===== config.mk =====
export PLATFORM = sky130hd
export DESIGN_NAME = cima_top
export DESIGN_NICKNAME = d
export VERILOG_FILES = /design/src/cima_top.v /design/src/cima_sync.v /design/src/cima_detect.v
export VERILOG_INCLUDE_DIRS = /design/src /design/src/src
export SDC_FILE = /design/constraint.sdc
export NUM_CORES = 1
export LEC_CHECK = 0
export ABC_AREA = 0
export CAP_MARGIN = 10
export CORE_MARGIN = 10
export CORE_UTILIZATION = 35
export CTS_CLUSTER_SIZE = 10
export DETAILED_ROUTE_END_ITERATION = 16
export DONT_BUFFER_PORTS = 1
export HOLD_SLACK_MARGIN = 0.03
export PLACE_DENSITY = 0.61
export SETUP_SLACK_MARGIN = 0.2
export SKIP_CTS_REPAIR_TIMING = 1
export SKIP_LAST_GASP = 1
export SLEW_MARGIN = 20
export SYNTH_ARGS = -nofsm -noshare
export SYNTH_HDL_FRONTEND = slang
export SYNTH_SLANG_ARGS = --single-unit

===== constraint.sdc =====
create_clock -name clk_sys_i -period 2.2 [get_ports clk_sys_i]
set_clock_uncertainty 0.15 [all_clocks]
set_input_delay 0 -clock clk_sys_i [delete_from_list [all_inputs] [get_ports clk_sys_i]]
set_output_delay 0 -clock clk_sys_i [all_outputs]
set_load 0.005 [all_outputs]

===== src/cima_defines.vh =====
// Purpose: constants for the contact-input mode action block
// Assumes: 250 MHz system clock, two control loops
// Notes: register offsets are word indexes (address bits 3:2); the loop stride is in bytes
`ifndef CIMA_DEFINES_VH
`define CIMA_DEFINES_VH
`define CIMA_CLK_PERIOD_NS 4
`define CIMA_CTRL_PERIOD_NS 100000
`define CIMA_CTRL_PERIOD_CYCLES 24'd25000
`define CIMA_NUM_LOOPS 2
`define CIMA_NCONT 16
`define CIMA_NEV 18
// contact positions inside one loop's contact vector
`define CIMA_C_AUTO 0
`define CIMA_C_HAND 1
`define CIMA_C_REMOTE 2
`define CIMA_C_LOCAL 3
`define CIMA_C_AUTOHAND 4
`define CIMA_C_TUNE 5
`define CIMA_C_ACK 6
`define CIMA_C_PV 7
`define CIMA_C_SP_LSB 8
`define CIMA_C_PID_LSB 12
`define CIMA_C_SP_ANY 16
`define CIMA_C_PID_ANY 17
// register offsets inside one loop's window, and window stride
`define CIMA_OFS_CFG 2'h0
`define CIMA_OFS_ASSIGN 2'h1
`define CIMA_OFS_STATUS 2'h2
`define CIMA_LOOP_STRIDE 8'h10
// configuration fields
`define CIMA_F_RSP_EN 0
`define CIMA_F_PVSW 1
`define CIMA_F_PV_BY_DI 2
`define CIMA_F_EXTERNAL_PV_INPUT 3
`define CIMA_F_PID_EXT 4
`define CIMA_F_OPMODE_LSB 5
`define CIMA_F_SP_CNT_LSB 8
`define CIMA_F_PID_CNT_LSB 12
// operation modes of trigger-type actions
`define CIMA_MODE_TRIG 2'h0
`define CIMA_MODE_RISE 2'h1
`define CIMA_MODE_FALL 2'h2
// reset values
`define CIMA_CFG_RST 32'h0000_8800
`define CIMA_ASSIGN_RST 32'h0000_0000
`define CIMA_GROUP_RST 4'h1
`define CIMA_GROUP_MAX 4'h8
`define CIMA_RESP_OKAY 2'h0
`define CIMA_RESP_SLVERR 2'h2
`endif


===== src/cima_top.v =====
// Purpose: contact-input events turned into loop mode actions, two loops
// Assumes: AXI4-Lite master, contacts asynchronous to clk_sys_i
// Notes: each loop has a cfg, an assign and a status word
//
// What this block does
// - go-automatic trigger selects automatic
// - go-hand trigger selects operator hand
// - go-remote trigger selects remote, feature enabled only
// - go-local trigger selects local, feature enabled only
// - tuning input: rise starts, fall stops
// - acknowledge trigger issues one alarm acknowledge
// - PV switching by input: rise second, fall first
// - external PV replaces both analog inputs
// - setpoint bits decode 1..8; zero keeps group
// - setpoint value 9..15 or over count ignored
// - unassigned setpoint bits read as off
// - PID bits act only with external selection
// - PID bits decode 1..8; zero keeps group
// - PID value 9..15 or over count ignored
// - unassigned PID bits read as off
// - rising-edge mode acts once on off-to-on
// - falling-edge mode acts once on on-to-off, except group selects, whose bits then read zero
// - auto/hand input: rise automatic, fall hand
`timescale 1ns/10ps
`default_nettype none
`include "cima_defines.vh"
module cima_top #(
  parameter [23:0] CTRL_PERIOD_CYCLES = `CIMA_CTRL_PERIOD_CYCLES
) (
  input wire clk_sys_i,
  input wire srst_i,
  input wire [7:0] s_axi_awaddr_i,
  input wire s_axi_awvalid_i,
  output wire s_axi_awready_o,
  input wire [31:0] s_axi_wdata_i,
  input wire [3:0] s_axi_wstrb_i,
  input wire s_axi_wvalid_i,
  output wire s_axi_wready_o,
  output wire [1:0] s_axi_bresp_o,
  output wire s_axi_bvalid_o,
  input wire s_axi_bready_i,
  input wire [7:0] s_axi_araddr_i,
  input wire s_axi_arvalid_i,
  output wire s_axi_arready_o,
  output wire [31:0] s_axi_rdata_o,
  output wire [1:0] s_axi_rresp_o,
  output wire s_axi_rvalid_o,
  input wire s_axi_rready_i,
  input wire [31:0] loop_contact_i,
  output wire [1:0] auto_mode_o,
  output wire [1:0] remote_sel_o,
  output wire [1:0] tune_run_o,
  output wire [1:0] alarm_ack_o,
  output wire [1:0] second_analog_input_o,
  output wire [1:0] external_pv_input_o,
  output wire [7:0] setpoint_group_o,
  output wire [7:0] pid_group_o
);
  function [31:0] merge_strb;
    input [31:0] old_v;
    input [31:0] new_v;
    input [3:0] strb;
    integer b;
    begin
      merge_strb = old_v;
      for (b = 0; b < 4; b = b + 1) begin
        if (strb[b]) begin
          merge_strb[b*8 +: 8] = new_v[b*8 +: 8];
        end
      end
    end
  endfunction

  // a decoded group is taken only if 1..8 and within the configured count
  function group_ok;
    input [3:0] val;
    input [3:0] cnt;
    begin
      group_ok = (val != 4'h0) && (val <= `CIMA_GROUP_MAX) && (val <= cnt);
    end
  endfunction

  function hit_addr;
    input [7:0] addr;
    begin
      hit_addr = (addr[7:5] == 3'h0) && (addr[1:0] == 2'h0) && (addr[3:2] != 2'h3);
    end
  endfunction

  // control period tick
  reg [23:0] per_cnt_q;
  reg tick_q;
  always @(posedge clk_sys_i) begin
    if (srst_i) begin
      per_cnt_q <= 24'h000000;
      tick_q <= 1'b0;
    end else if (per_cnt_q == CTRL_PERIOD_CYCLES - 24'h000001) begin
      per_cnt_q <= 24'h000000;
      tick_q <= 1'b1;
    end else begin
      per_cnt_q <= per_cnt_q + 24'h000001;
      tick_q <= 1'b0;
    end
  end

  wire [31:0] contact_sync;
  cima_sync #(.W(32)) u_sync (
    .clk_sys_i(clk_sys_i),
    .srst_i(srst_i),
    .async_i(loop_contact_i),
    .sync_o(contact_sync)
  );

  // register bus: ready is raised one cycle after valid, one item held each
  reg awready_q;
  reg wready_q;
  reg aw_full_q;
  reg w_full_q;
  reg [7:0] aw_addr_q;
  reg [31:0] w_data_q;
  reg [3:0] w_strb_q;
  reg bvalid_q;
  reg [1:0] bresp_q;
  reg arready_q;
  reg rvalid_q;
  reg [31:0] rdata_q;
  reg [1:0] rresp_q;
  wire do_wr = aw_full_q & w_full_q & ~bvalid_q;
  wire wr_hit = do_wr & hit_addr(aw_addr_q);
  wire [31:0] cfg_w [0:1];
  wire [31:0] asg_w [0:1];
  wire [31:0] sts_w [0:1];

  always @(posedge clk_sys_i) begin
    if (srst_i) begin
      awready_q <= 1'b0;
      wready_q <= 1'b0;
      aw_full_q <= 1'b0;
      w_full_q <= 1'b0;
      aw_addr_q <= 8'h00;
      w_data_q <= 32'h0000_0000;
      w_strb_q <= 4'h0;
      bvalid_q <= 1'b0;
      bresp_q <= `CIMA_RESP_OKAY;
    end else begin
      awready_q <= s_axi_awvalid_i & ~awready_q & ~aw_full_q & ~bvalid_q;
      wready_q <= s_axi_wvalid_i & ~wready_q & ~w_full_q & ~bvalid_q;
      if (s_axi_awvalid_i & awready_q) begin
        aw_full_q <= 1'b1;
        aw_addr_q <= s_axi_awaddr_i;
      end
      if (s_axi_wvalid_i & wready_q) begin
        w_full_q <= 1'b1;
        w_data_q <= s_axi_wdata_i;
        w_strb_q <= s_axi_wstrb_i;
      end
      if (do_wr) begin
        aw_full_q <= 1'b0;
        w_full_q <= 1'b0;
        bvalid_q <= 1'b1;
        bresp_q <= hit_addr(aw_addr_q) ? `CIMA_RESP_OKAY : `CIMA_RESP_SLVERR;
      end else if (bvalid_q & s_axi_bready_i) begin
        bvalid_q <= 1'b0;
      end
    end
  end

  always @(posedge clk_sys_i) begin
    if (srst_i) begin
      arready_q <= 1'b0;
      rvalid_q <= 1'b0;
      rdata_q <= 32'h0000_0000;
      rresp_q <= `CIMA_RESP_OKAY;
    end else begin
      arready_q <= s_axi_arvalid_i & ~arready_q & ~rvalid_q;
      if (s_axi_arvalid_i & arready_q) begin
        rvalid_q <= 1'b1;
        if (!hit_addr(s_axi_araddr_i)) begin
          rdata_q <= 32'h0000_0000;
          rresp_q <= `CIMA_RESP_SLVERR;
        end else begin
          rresp_q <= `CIMA_RESP_OKAY;
          case (s_axi_araddr_i[3:2])
            `CIMA_OFS_CFG: begin
              rdata_q <= cfg_w[s_axi_araddr_i[4]];
            end
            `CIMA_OFS_ASSIGN: begin
              rdata_q <= asg_w[s_axi_araddr_i[4]];
            end
            default: begin
              rdata_q <= sts_w[s_axi_araddr_i[4]];
            end
          endcase
        end
      end else if (rvalid_q & s_axi_rready_i) begin
        rvalid_q <= 1'b0;
      end
    end
  end

  assign s_axi_awready_o = awready_q;
  assign s_axi_wready_o = wready_q;
  assign s_axi_bvalid_o = bvalid_q;
  assign s_axi_bresp_o = bresp_q;
  assign s_axi_arready_o = arready_q;
  assign s_axi_rvalid_o = rvalid_q;
  assign s_axi_rdata_o = rdata_q;
  assign s_axi_rresp_o = rresp_q;

  genvar n;
  generate
    for (n = 0; n < `CIMA_NUM_LOOPS; n = n + 1) begin : g_loop
      reg [31:0] cfg_q;
      reg [31:0] asg_q;
      reg auto_q;
      reg remote_q;
      reg tune_q;
      reg ack_q;
      reg pv2_q;
      reg [3:0] sp_q;
      reg [3:0] pid_q;
      wire sel_me = wr_hit & (aw_addr_q[4] == n);
      // unassigned contacts read as constantly off
      wire [15:0] cont = contact_sync[n*16 +: 16] & asg_q[15:0];
      wire [3:0] sp_bits = cont[`CIMA_C_SP_LSB +: 4];
      wire [3:0] pid_bits = cont[`CIMA_C_PID_LSB +: 4];
      wire [17:0] lvl = {|pid_bits, |sp_bits, cont};
      wire [17:0] rise;
      wire [17:0] fall;
      wire [17:0] trig;
      wire [17:0] fire;
      wire [1:0] mode = cfg_q[`CIMA_F_OPMODE_LSB +: 2];
      wire rsp_en = cfg_q[`CIMA_F_RSP_EN];
      wire [3:0] sp_cnt = cfg_q[`CIMA_F_SP_CNT_LSB +: 4];
      wire [3:0] pid_cnt = cfg_q[`CIMA_F_PID_CNT_LSB +: 4];
      // the group value is read from the contacts as sampled this period
      reg [3:0] sp_val_q;
      reg [3:0] pid_val_q;

      cima_detect #(.W(18)) u_det (
        .clk_sys_i(clk_sys_i),
        .srst_i(srst_i),
        .tick_i(tick_q),
        .level_i(lvl),
        .rise_o(rise),
        .fall_o(fall),
        .trig_o(trig)
      );

      assign fire = (mode == `CIMA_MODE_RISE) ? rise :
                    (mode == `CIMA_MODE_FALL) ? fall : trig;

      always @(posedge clk_sys_i) begin
        if (srst_i) begin
          sp_val_q <= 4'h0;
          pid_val_q <= 4'h0;
        end else if (tick_q) begin
          sp_val_q <= sp_bits;
          pid_val_q <= pid_bits;
        end
      end

      always @(posedge clk_sys_i) begin
        if (srst_i) begin
          cfg_q <= `CIMA_CFG_RST;
          asg_q <= `CIMA_ASSIGN_RST;
        end else if (sel_me & (aw_addr_q[3:2] == `CIMA_OFS_CFG)) begin
          cfg_q <= merge_strb(cfg_q, w_data_q, w_strb_q);
        end else if (sel_me & (aw_addr_q[3:2] == `CIMA_OFS_ASSIGN)) begin
          asg_q <= merge_strb(asg_q, w_data_q, w_strb_q);
        end
      end

      always @(posedge clk_sys_i) begin
        if (srst_i) begin
          auto_q <= 1'b0;
          remote_q <= 1'b0;
          tune_q <= 1'b0;
          ack_q <= 1'b0;
          pv2_q <= 1'b0;
          sp_q <= `CIMA_GROUP_RST;
          pid_q <= `CIMA_GROUP_RST;
        end else begin
          // hand wins over automatic when both fire in one period, as the safer mode
          if (fire[`CIMA_C_HAND] | fall[`CIMA_C_AUTOHAND]) begin
            auto_q <= 1'b0;
          end else if (fire[`CIMA_C_AUTO] | rise[`CIMA_C_AUTOHAND]) begin
            auto_q <= 1'b1;
          end
          if (rsp_en & fire[`CIMA_C_LOCAL]) begin
            remote_q <= 1'b0;
          end else if (rsp_en & fire[`CIMA_C_REMOTE]) begin
            remote_q <= 1'b1;
          end
          if (rise[`CIMA_C_TUNE]) begin
            tune_q <= 1'b1;
          end else if (fall[`CIMA_C_TUNE]) begin
            tune_q <= 1'b0;
          end
          ack_q <= fire[`CIMA_C_ACK];
          if (cfg_q[`CIMA_F_PVSW] & cfg_q[`CIMA_F_PV_BY_DI]) begin
            if (rise[`CIMA_C_PV]) begin
              pv2_q <= 1'b1;
            end else if (fall[`CIMA_C_PV]) begin
              pv2_q <= 1'b0;
            end
          end
          if (fire[`CIMA_C_SP_ANY] & group_ok(sp_val_q, sp_cnt)) begin
            sp_q <= sp_val_q;
          end
          // the group in use by a running tuning changes only through these contacts
          if (cfg_q[`CIMA_F_PID_EXT] & fire[`CIMA_C_PID_ANY] & group_ok(pid_val_q, pid_cnt)) begin
            pid_q <= pid_val_q;
          end
        end
      end

      assign cfg_w[n] = cfg_q;
      assign asg_w[n] = asg_q;
      assign sts_w[n] = {16'h0000, pid_q, sp_q, 1'b0, cfg_q[`CIMA_F_EXTERNAL_PV_INPUT], pv2_q, ack_q, tune_q, 1'b0, remote_q, auto_q};
      assign auto_mode_o[n] = auto_q;
      assign remote_sel_o[n] = remote_q;
      assign tune_run_o[n] = tune_q;
      assign alarm_ack_o[n] = ack_q;
      assign second_analog_input_o[n] = pv2_q;
      // external flag relabels both analog inputs as external ones
      assign external_pv_input_o[n] = cfg_q[`CIMA_F_EXTERNAL_PV_INPUT];
      assign setpoint_group_o[n*4 +: 4] = sp_q;
      assign pid_group_o[n*4 +: 4] = pid_q;
    end
  endgenerate
endmodule // cima_top
`default_nettype wire


===== src/cima_sync.v =====
// Purpose: two-flop synchroniser for a vector of contact pins
// Assumes: bits are independent levels
// Notes: first stage feeds only the second stage
`timescale 1ns/10ps
`default_nettype none
module cima_sync #(
  parameter W = 32
) (
  input wire clk_sys_i,
  input wire srst_i,
  input wire [W-1:0] async_i,
  output wire [W-1:0] sync_o
);
  reg [W-1:0] meta_q;
  reg [W-1:0] sync_q;
  always @(posedge clk_sys_i) begin
    if (srst_i) begin
      meta_q <= {W{1'b0}};
      sync_q <= {W{1'b0}};
    end else begin
      meta_q <= async_i;
      sync_q <= meta_q;
    end
  end
  assign sync_o = sync_q;
endmodule // cima_sync
`default_nettype wire


===== src/cima_detect.v =====
// Purpose: per-period sampling with rise, fall and held-on detection
// Assumes: tick_i pulses once per control period
// Notes: pulses appear one cycle after the tick and last one cycle
`timescale 1ns/10ps
`default_nettype none
module cima_detect #(
  parameter W = 18
) (
  input wire clk_sys_i,
  input wire srst_i,
  input wire tick_i,
  input wire [W-1:0] level_i,
  output wire [W-1:0] rise_o,
  output wire [W-1:0] fall_o,
  output wire [W-1:0] trig_o
);
  reg [W-1:0] h0_q;
  reg [W-1:0] h1_q;
  reg [W-1:0] h2_q;
  reg ev_q;
  always @(posedge clk_sys_i) begin
    if (srst_i) begin
      h0_q <= {W{1'b0}};
      h1_q <= {W{1'b0}};
      h2_q <= {W{1'b0}};
      ev_q <= 1'b0;
    end else begin
      ev_q <= tick_i;
      if (tick_i) begin
        h0_q <= level_i;
        h1_q <= h0_q;
        h2_q <= h1_q;
      end
    end
  end
  assign rise_o = {W{ev_q}} & h0_q & ~h1_q;
  assign fall_o = {W{ev_q}} & ~h0_q & h1_q;
  // on at two samples in a row means the level outlasted one period
  assign trig_o = {W{ev_q}} & h0_q & h1_q & ~h2_q;
endmodule // cima_detect
`default_nettype wire


# Word-level counts from Yosys, hierarchy flattened
# Index checks and enable logic that the tools add are counted.
[totals] register_bits=455
[classes] addsub=1 eq_ne=9 mux=30 bitwise_logic=69 reduce_logical=56 order_cmp=9
[ops] cell="32-bit two-way mux" count=9
[ops] cell="18-bit AND" count=12
[ops] cell="18-bit NOT" count=6
[ops] cell="18-bit two-way mux" count=4
[ops] cell="32-bit case mux with 2 select lines" count=1
[ops] cell="1-bit AND" count=34
[ops] cell="16-bit AND" count=2
[ops] cell="24-bit by 1-bit adder with 24-bit output, second input constant" count=1
[ops] cell="24-bit by 15-bit equality test with 1-bit output, second input constant" count=1
[ops] cell="3-bit AND reduction" count=8
[ops] cell="2-bit AND reduction" count=10
[ops] cell="4-bit <= comparator" count=4
[ops] cell="4-bit <= comparator, second input constant" count=4
[ops] cell="16-bit two-way mux" count=1
[ops] cell="4-bit nonzero test" count=4
[ops] cell="4-bit OR reduction" count=4
[ops] cell="1-bit two-way mux" count=13
[ops] cell="1-bit logical AND" count=12
[ops] cell="2-bit nonzero test" count=6
[ops] cell="2-bit OR reduction" count=6
[ops] cell="1-bit NOT" count=10
[ops] cell="2-bit by 1-bit equality test with 1-bit output, second input constant" count=4
[ops] cell="2-bit zero test" count=4
[ops] cell="3-bit zero test" count=2
[ops] cell="other kinds (6)" count=12

# Longest topological paths before layout
[logic_depth] depth_word=8 mapped_depth=7

# Modules after synthesis
# Synthesis repeated with hierarchy kept, for this count alone.
[unflattened] cells_unflattened=1972 hier_area_um2=19487.4
[modules_own_cells] module="cima_top" area_each_um2=12692.2 seq_area_each_um2=5605.4 cells_each=1307 n_inst=1
[modules_own_cells] module="cima_detect" area_each_um2=2438.6 seq_area_each_um2=1101.1 cells_each=265 n_inst=2
[modules_own_cells] module="cima_sync" area_each_um2=1918.1 seq_area_each_um2=1281.2 cells_each=135 n_inst=1

# Least setup slack after synthesis
# Ideal clock, no wire load.
[synth_path] kind="reg-to-reg" start="reg aw_addr_q[0]" end="reg g_loop[1].cfg_q[0]" synth_period_minus_slack_ns=2.350 setup_slack_ns=-0.150 arrival_ns=2.072 required_ns=1.922 stages_incl_launch_ff=6 n_path_buf=0 setup_ns=0.128 cell_sequence="dfxtp_1 > or4_4 > nor4_4 > nand3_2 > mux2i_1 > nor2_1"
[synth_between] elab_chain_cells=7
[synth_rtl] element="start: declaration" line="cima_top.v:119" source="reg [7:0] aw_addr_q;"
[synth_rtl] element="start signal: assignment" line="cima_top.v:150" source="aw_addr_q <= s_axi_awaddr_i;"
[synth_rtl] element="2-bit zero test" line="cima_top.v:86" source="hit_addr = (addr[7:5] == 3'h0) && (addr[1:0] == 2'h0) && (addr[3:2] != 2'h3);"
[synth_rtl] element="1-bit logical AND (2 in series)" line="cima_top.v:86"
[synth_rtl] element="1-bit AND" line="cima_top.v:129" source="wire wr_hit = do_wr & hit_addr(aw_addr_q);"
[synth_rtl] element="1-bit AND" line="cima_top.v:222" source="wire sel_me = wr_hit & (aw_addr_q[4] == n);"
[synth_rtl] element="1-bit AND" line="cima_top.v:267" source="end else if (sel_me & (aw_addr_q[3:2] == `CIMA_OFS_CFG)) begin"
[synth_rtl] element="2-bit AND reduction (no source line)"
[synth_rtl] element="end signal: assignment" line="cima_top.v:265" source="cfg_q <= `CIMA_CFG_RST;"
[synth_rtl] element="end signal: assignment" line="cima_top.v:268" source="cfg_q <= merge_strb(cfg_q, w_data_q, w_strb_q);"
[synth_rtl] element="end: declaration" line="cima_top.v:213" source="reg [31:0] cfg_q;"
# Every way passes these cells.
# A chain may end at the register's enable or synchronous reset.

# Final worst setup path
[layout_path] start="reg aw_addr_q[0]" end="reg g_loop[0].cfg_q[7]"
[layout_between] elab_chain_cells=7
[layout_rtl] element="2-bit zero test" line="cima_top.v:86"
[layout_rtl] element="1-bit logical AND (2 in series)" line="cima_top.v:86"
[layout_rtl] element="1-bit AND" line="cima_top.v:129"
[layout_rtl] element="1-bit AND" line="cima_top.v:222"
[layout_rtl] element="1-bit AND" line="cima_top.v:267"
[layout_rtl] element="2-bit AND reduction (no source line)"
[layout_rtl] element="end signal: assignment" line="cima_top.v:265"
[layout_rtl] element="end signal: assignment" line="cima_top.v:268"
[layout_rtl] element="end: declaration" line="cima_top.v:213"
# Every way passes these cells.

==> results by group <==
Status
  – Status: complete, but fails checks
  – Violated checks: negative hold slack

CTS
  – H-tree level count: 2
  – CTS tree: built
  – Clock transition at the registers of the reported paths: 0.05 ns
  – Clock Path Buffers: 3
  – Num Clock Sinks: 399
  – Cts bufs inserted: 47
  – Clock latency on the worst-skew pair: 0.57 ns
  – Root buf cell: clkbuf_16

STA
  – Rel. slew slack: 60.21%
  – F_max: 462.3 MHz
  – Worst slew pin tran: 0.5960 ns
  – Final Critical Period: 2.163 ns
  – Hold Slack: -0.6214 ns
  – Fin crit share: 98.32%
  – Final hold vios: 264
  – Fin. max-slew vios: 0
  – Unrepaired setup endpoints after global routing: true
  – Setup violators final: 0

Job
  – Max-Cap Viols: 0

Drt
  – Routed wire length: 45.88 mm
  – Antenna-violating nets left: 0
  – Remaining DRCs: 0
  – Vias: 12680
  – TritonRoute pass-1 iters: 5
  – Initial DRC count: 934
  – Routed len/inst: 18.32 um
  – Via density: 5.063

Critical path
  – WS Path Type: reg2reg
  – Worst-path maximum fanout: 8
  – Cells along the critical path: or4_4 > nor4_4 > buf_4 > clkbuf_16 > nand3_4 > mux2i_1 > nor2_1
  – Buf/Inv on CP: 2
  – CP arrival: 2.45 ns
  – CP peak stage delay: 0.57 ns
  – Required time of the critical path: 2.49 ns
  – Worst setup SP type: flop
  – Crit path max-delay cell type: or4_4
  – CP Capture Type: flop
  – Worst path top cell family by delay: simple AND/OR/NAND/NOR gates

Global route
  – Largest net degree at the start of global routing: 393
  – First-pass GRT wire length: 66.93 mm
  – Vias in the first global route: 11320
  – Total GRT Usage: 15.03%
  – Antenna violations before repair: 1
  – Gr ovfl total: 0

Final layout
  – Area Growth Syn to Fin: 29.10%
  – Layout cells sized above 1: 10.14%
  – Non-filler instance count after layout: 2505
  – Fin util: 45.85%
  – # nets final: 2001

Floorplan
  – Row count: 78
  – Die Y: 234.8 um
  – Die X: 234.8 um
  – Die area: 55140 um2
  – I/O pins: 160
  – Core ar.: 45480 um2
  – Initial Util: 35.51%

Place
  – Post-DP HPWL: 29.51 mm
  – Placed instance count: 2200
  – GP Congestion: 0.8420
  – Port-buffer cells: 0

Yosys
  – Post-synth ARST share: 0%
  – Synth top area cells: dfxtp_1 (49%), mux2i_1 (11%), nor2_1 (5.9%), mux4_2 (4.5%), a21oi_1 (3.3%)
  – Post-synthesis sequential area ratio: 49.46%
  – Post-synthesis cell area: 16150 um2
  – Commonest cells in the netlist: dfxtp_1 (399), nor2_1 (256), mux2i_1 (182)
  – Mapped Cells: 1672
  – Synth Flop Type: dfxtp_1
  – EDFF count, synth: 0
  – Yosys Warn Count: 0
  – Yosys top cell area share: 49.46%
  – Count leader, synth: dfxtp_1
  – Cell taking the most area after synthesis: dfxtp_1
  – Flops & latches, synth: 399
  – Yosys cell types: 52
  – Avg Inst Size Synth: 9.659 um2

Min path
  – Hold/Removal Path Class: in2reg

Power
  – Worst vdd ir: 0.4970 mV
  – PwrDens: 707.2 nW/um2
  – Leakage: 8.337 nW
[area by class of cell]
cell class                      count  area (um2)
Sequential cell                   399        8009
Antenna cell                        1       2.502
Tap cell                          600       750.7
Multi-Input combinational cell   1126        7766
Clock inverter                      5       42.54
Fill cell                        4330       24630
Inverter                           40       150.1
Clock buffer                       55        1257
Timing Repair Buffer              279        2872
[routing by layer]
layer / GRT usage [%] / vias up / wire, um
li1: - / 6168 / -
met1: 18.38 / 6171 / 19100
met2: 24.90 / 283 / 22510
met3: 4.628 / 62 / 3409
met4: 4.405 / 0 / 861
met5: 0 / - / 0
[cell usage in the layout, fill, tap and decap left out, types with 5 or more instances in the layout]
| master | instances |
|---|---|
| inv_1 | 36 |
| dfxtp_1 | 386 |
| a221oi_1 | 5 |
| nor2_1 | 256 |
| nor2b_1 | 75 |
| nand4_1 | 11 |
| dlygate4sd3_1 | 237 |
| ha_1 | 11 |
| ha_4 | 5 |
| dfxtp_2 | 11 |
| a22oi_1 | 40 |
| mux4_2 | 32 |
| o21ai_0 | 31 |
| xnor2_1 | 7 |
| nor3_1 | 9 |
| xor2_1 | 19 |
| a21oi_1 | 103 |
| mux2i_1 | 182 |
| nand3_2 | 7 |
| nand2_1 | 113 |
| nand3_1 | 56 |
| nand3_4 | 12 |
| buf_12 | 13 |
| mux2_2 | 6 |
| clkbuf_16 | 49 |
| a32o_1 | 8 |
| buf_4 | 27 |
| nand3b_1 | 10 |
| nand2b_1 | 62 |
[registers in the layout, indices dropped and copies added (netlist names), 2 cells and up]
signal and cells:
g_loop.remote_q 2, g_loop.u_det.h0_q 36, g_loop.auto_q 2, g_loop.pid_q 8
s_axi_rdata_o 32, u_sync.meta_q 32, aw_addr_q 8, g_loop.sp_q 8
g_loop.u_det.h1_q 20, g_loop.ack_q 2, g_loop.pv2_q 2, w_data_q 32
per_cnt_q 24, u_sync.sync_o 32, g_loop.cfg_q 64, g_loop.u_det.h2_q 14
w_strb_q 4, g_loop.asg_q 64, g_loop.tune_q 2
[per-stage QoR]
step	cell area (um2)	TNS, ns	power (mW)	hold slack, ns	setup WS [ns]
after detailed placement	16900	0	7.774	-0.01599	0.001764
after floorplan	16180	-11.11	7.826	-0.02182	-0.1456
final	20850	0	14.75	-0.6214	0.03703
after global placement	16900	0	7.770	-0.01552	0.04145
after global routing	20850	-0.1989	15.25	-0.6314	-0.02755
after CTS	18200	-0.006513	14.67	-0.6221	-0.003413
[power by group]
part | leakage (nW) | internal [mW] | switching, mW | total (mW)
clock network | 0.637 | 3.98 | 2.91 | 6.88
logic | 4.46 | 0.308 | 0.159 | 0.467
registers | 3.24 | 7.32 | 0.0757 | 7.40
[kinds of logic after synthesis]
family	count (synthesis)	synth area share [%]
AO/OA/AOI/OAI	222	8.468
XOR/XNOR	26	1.410
adder cells (fa/ha/maj)	17	1.317
buffers and inverters	150	3.843
flip-flops	399	49.46
multiplexers	220	16.16
other	1	0.02322
AND/OR/NAND/NOR	637	19.32
[path summary, 6_finish.rpt]
check	from	end	slack, ns	cells after the start
setup reg to reg	aw_addr_q[0]	g_loop[0].cfg_q[7]	0.04	7
hold reg to reg	aw_addr_q[0]	aw_addr_q[0]	0.30	2
setup / recovery	aw_addr_q[0]	g_loop[0].cfg_q[7]	0.04	7
hold / removal	srst_i	s_axi_rdata_o[12]	-0.62	1
Note: power is estimated with default switching activity, not from simulation.
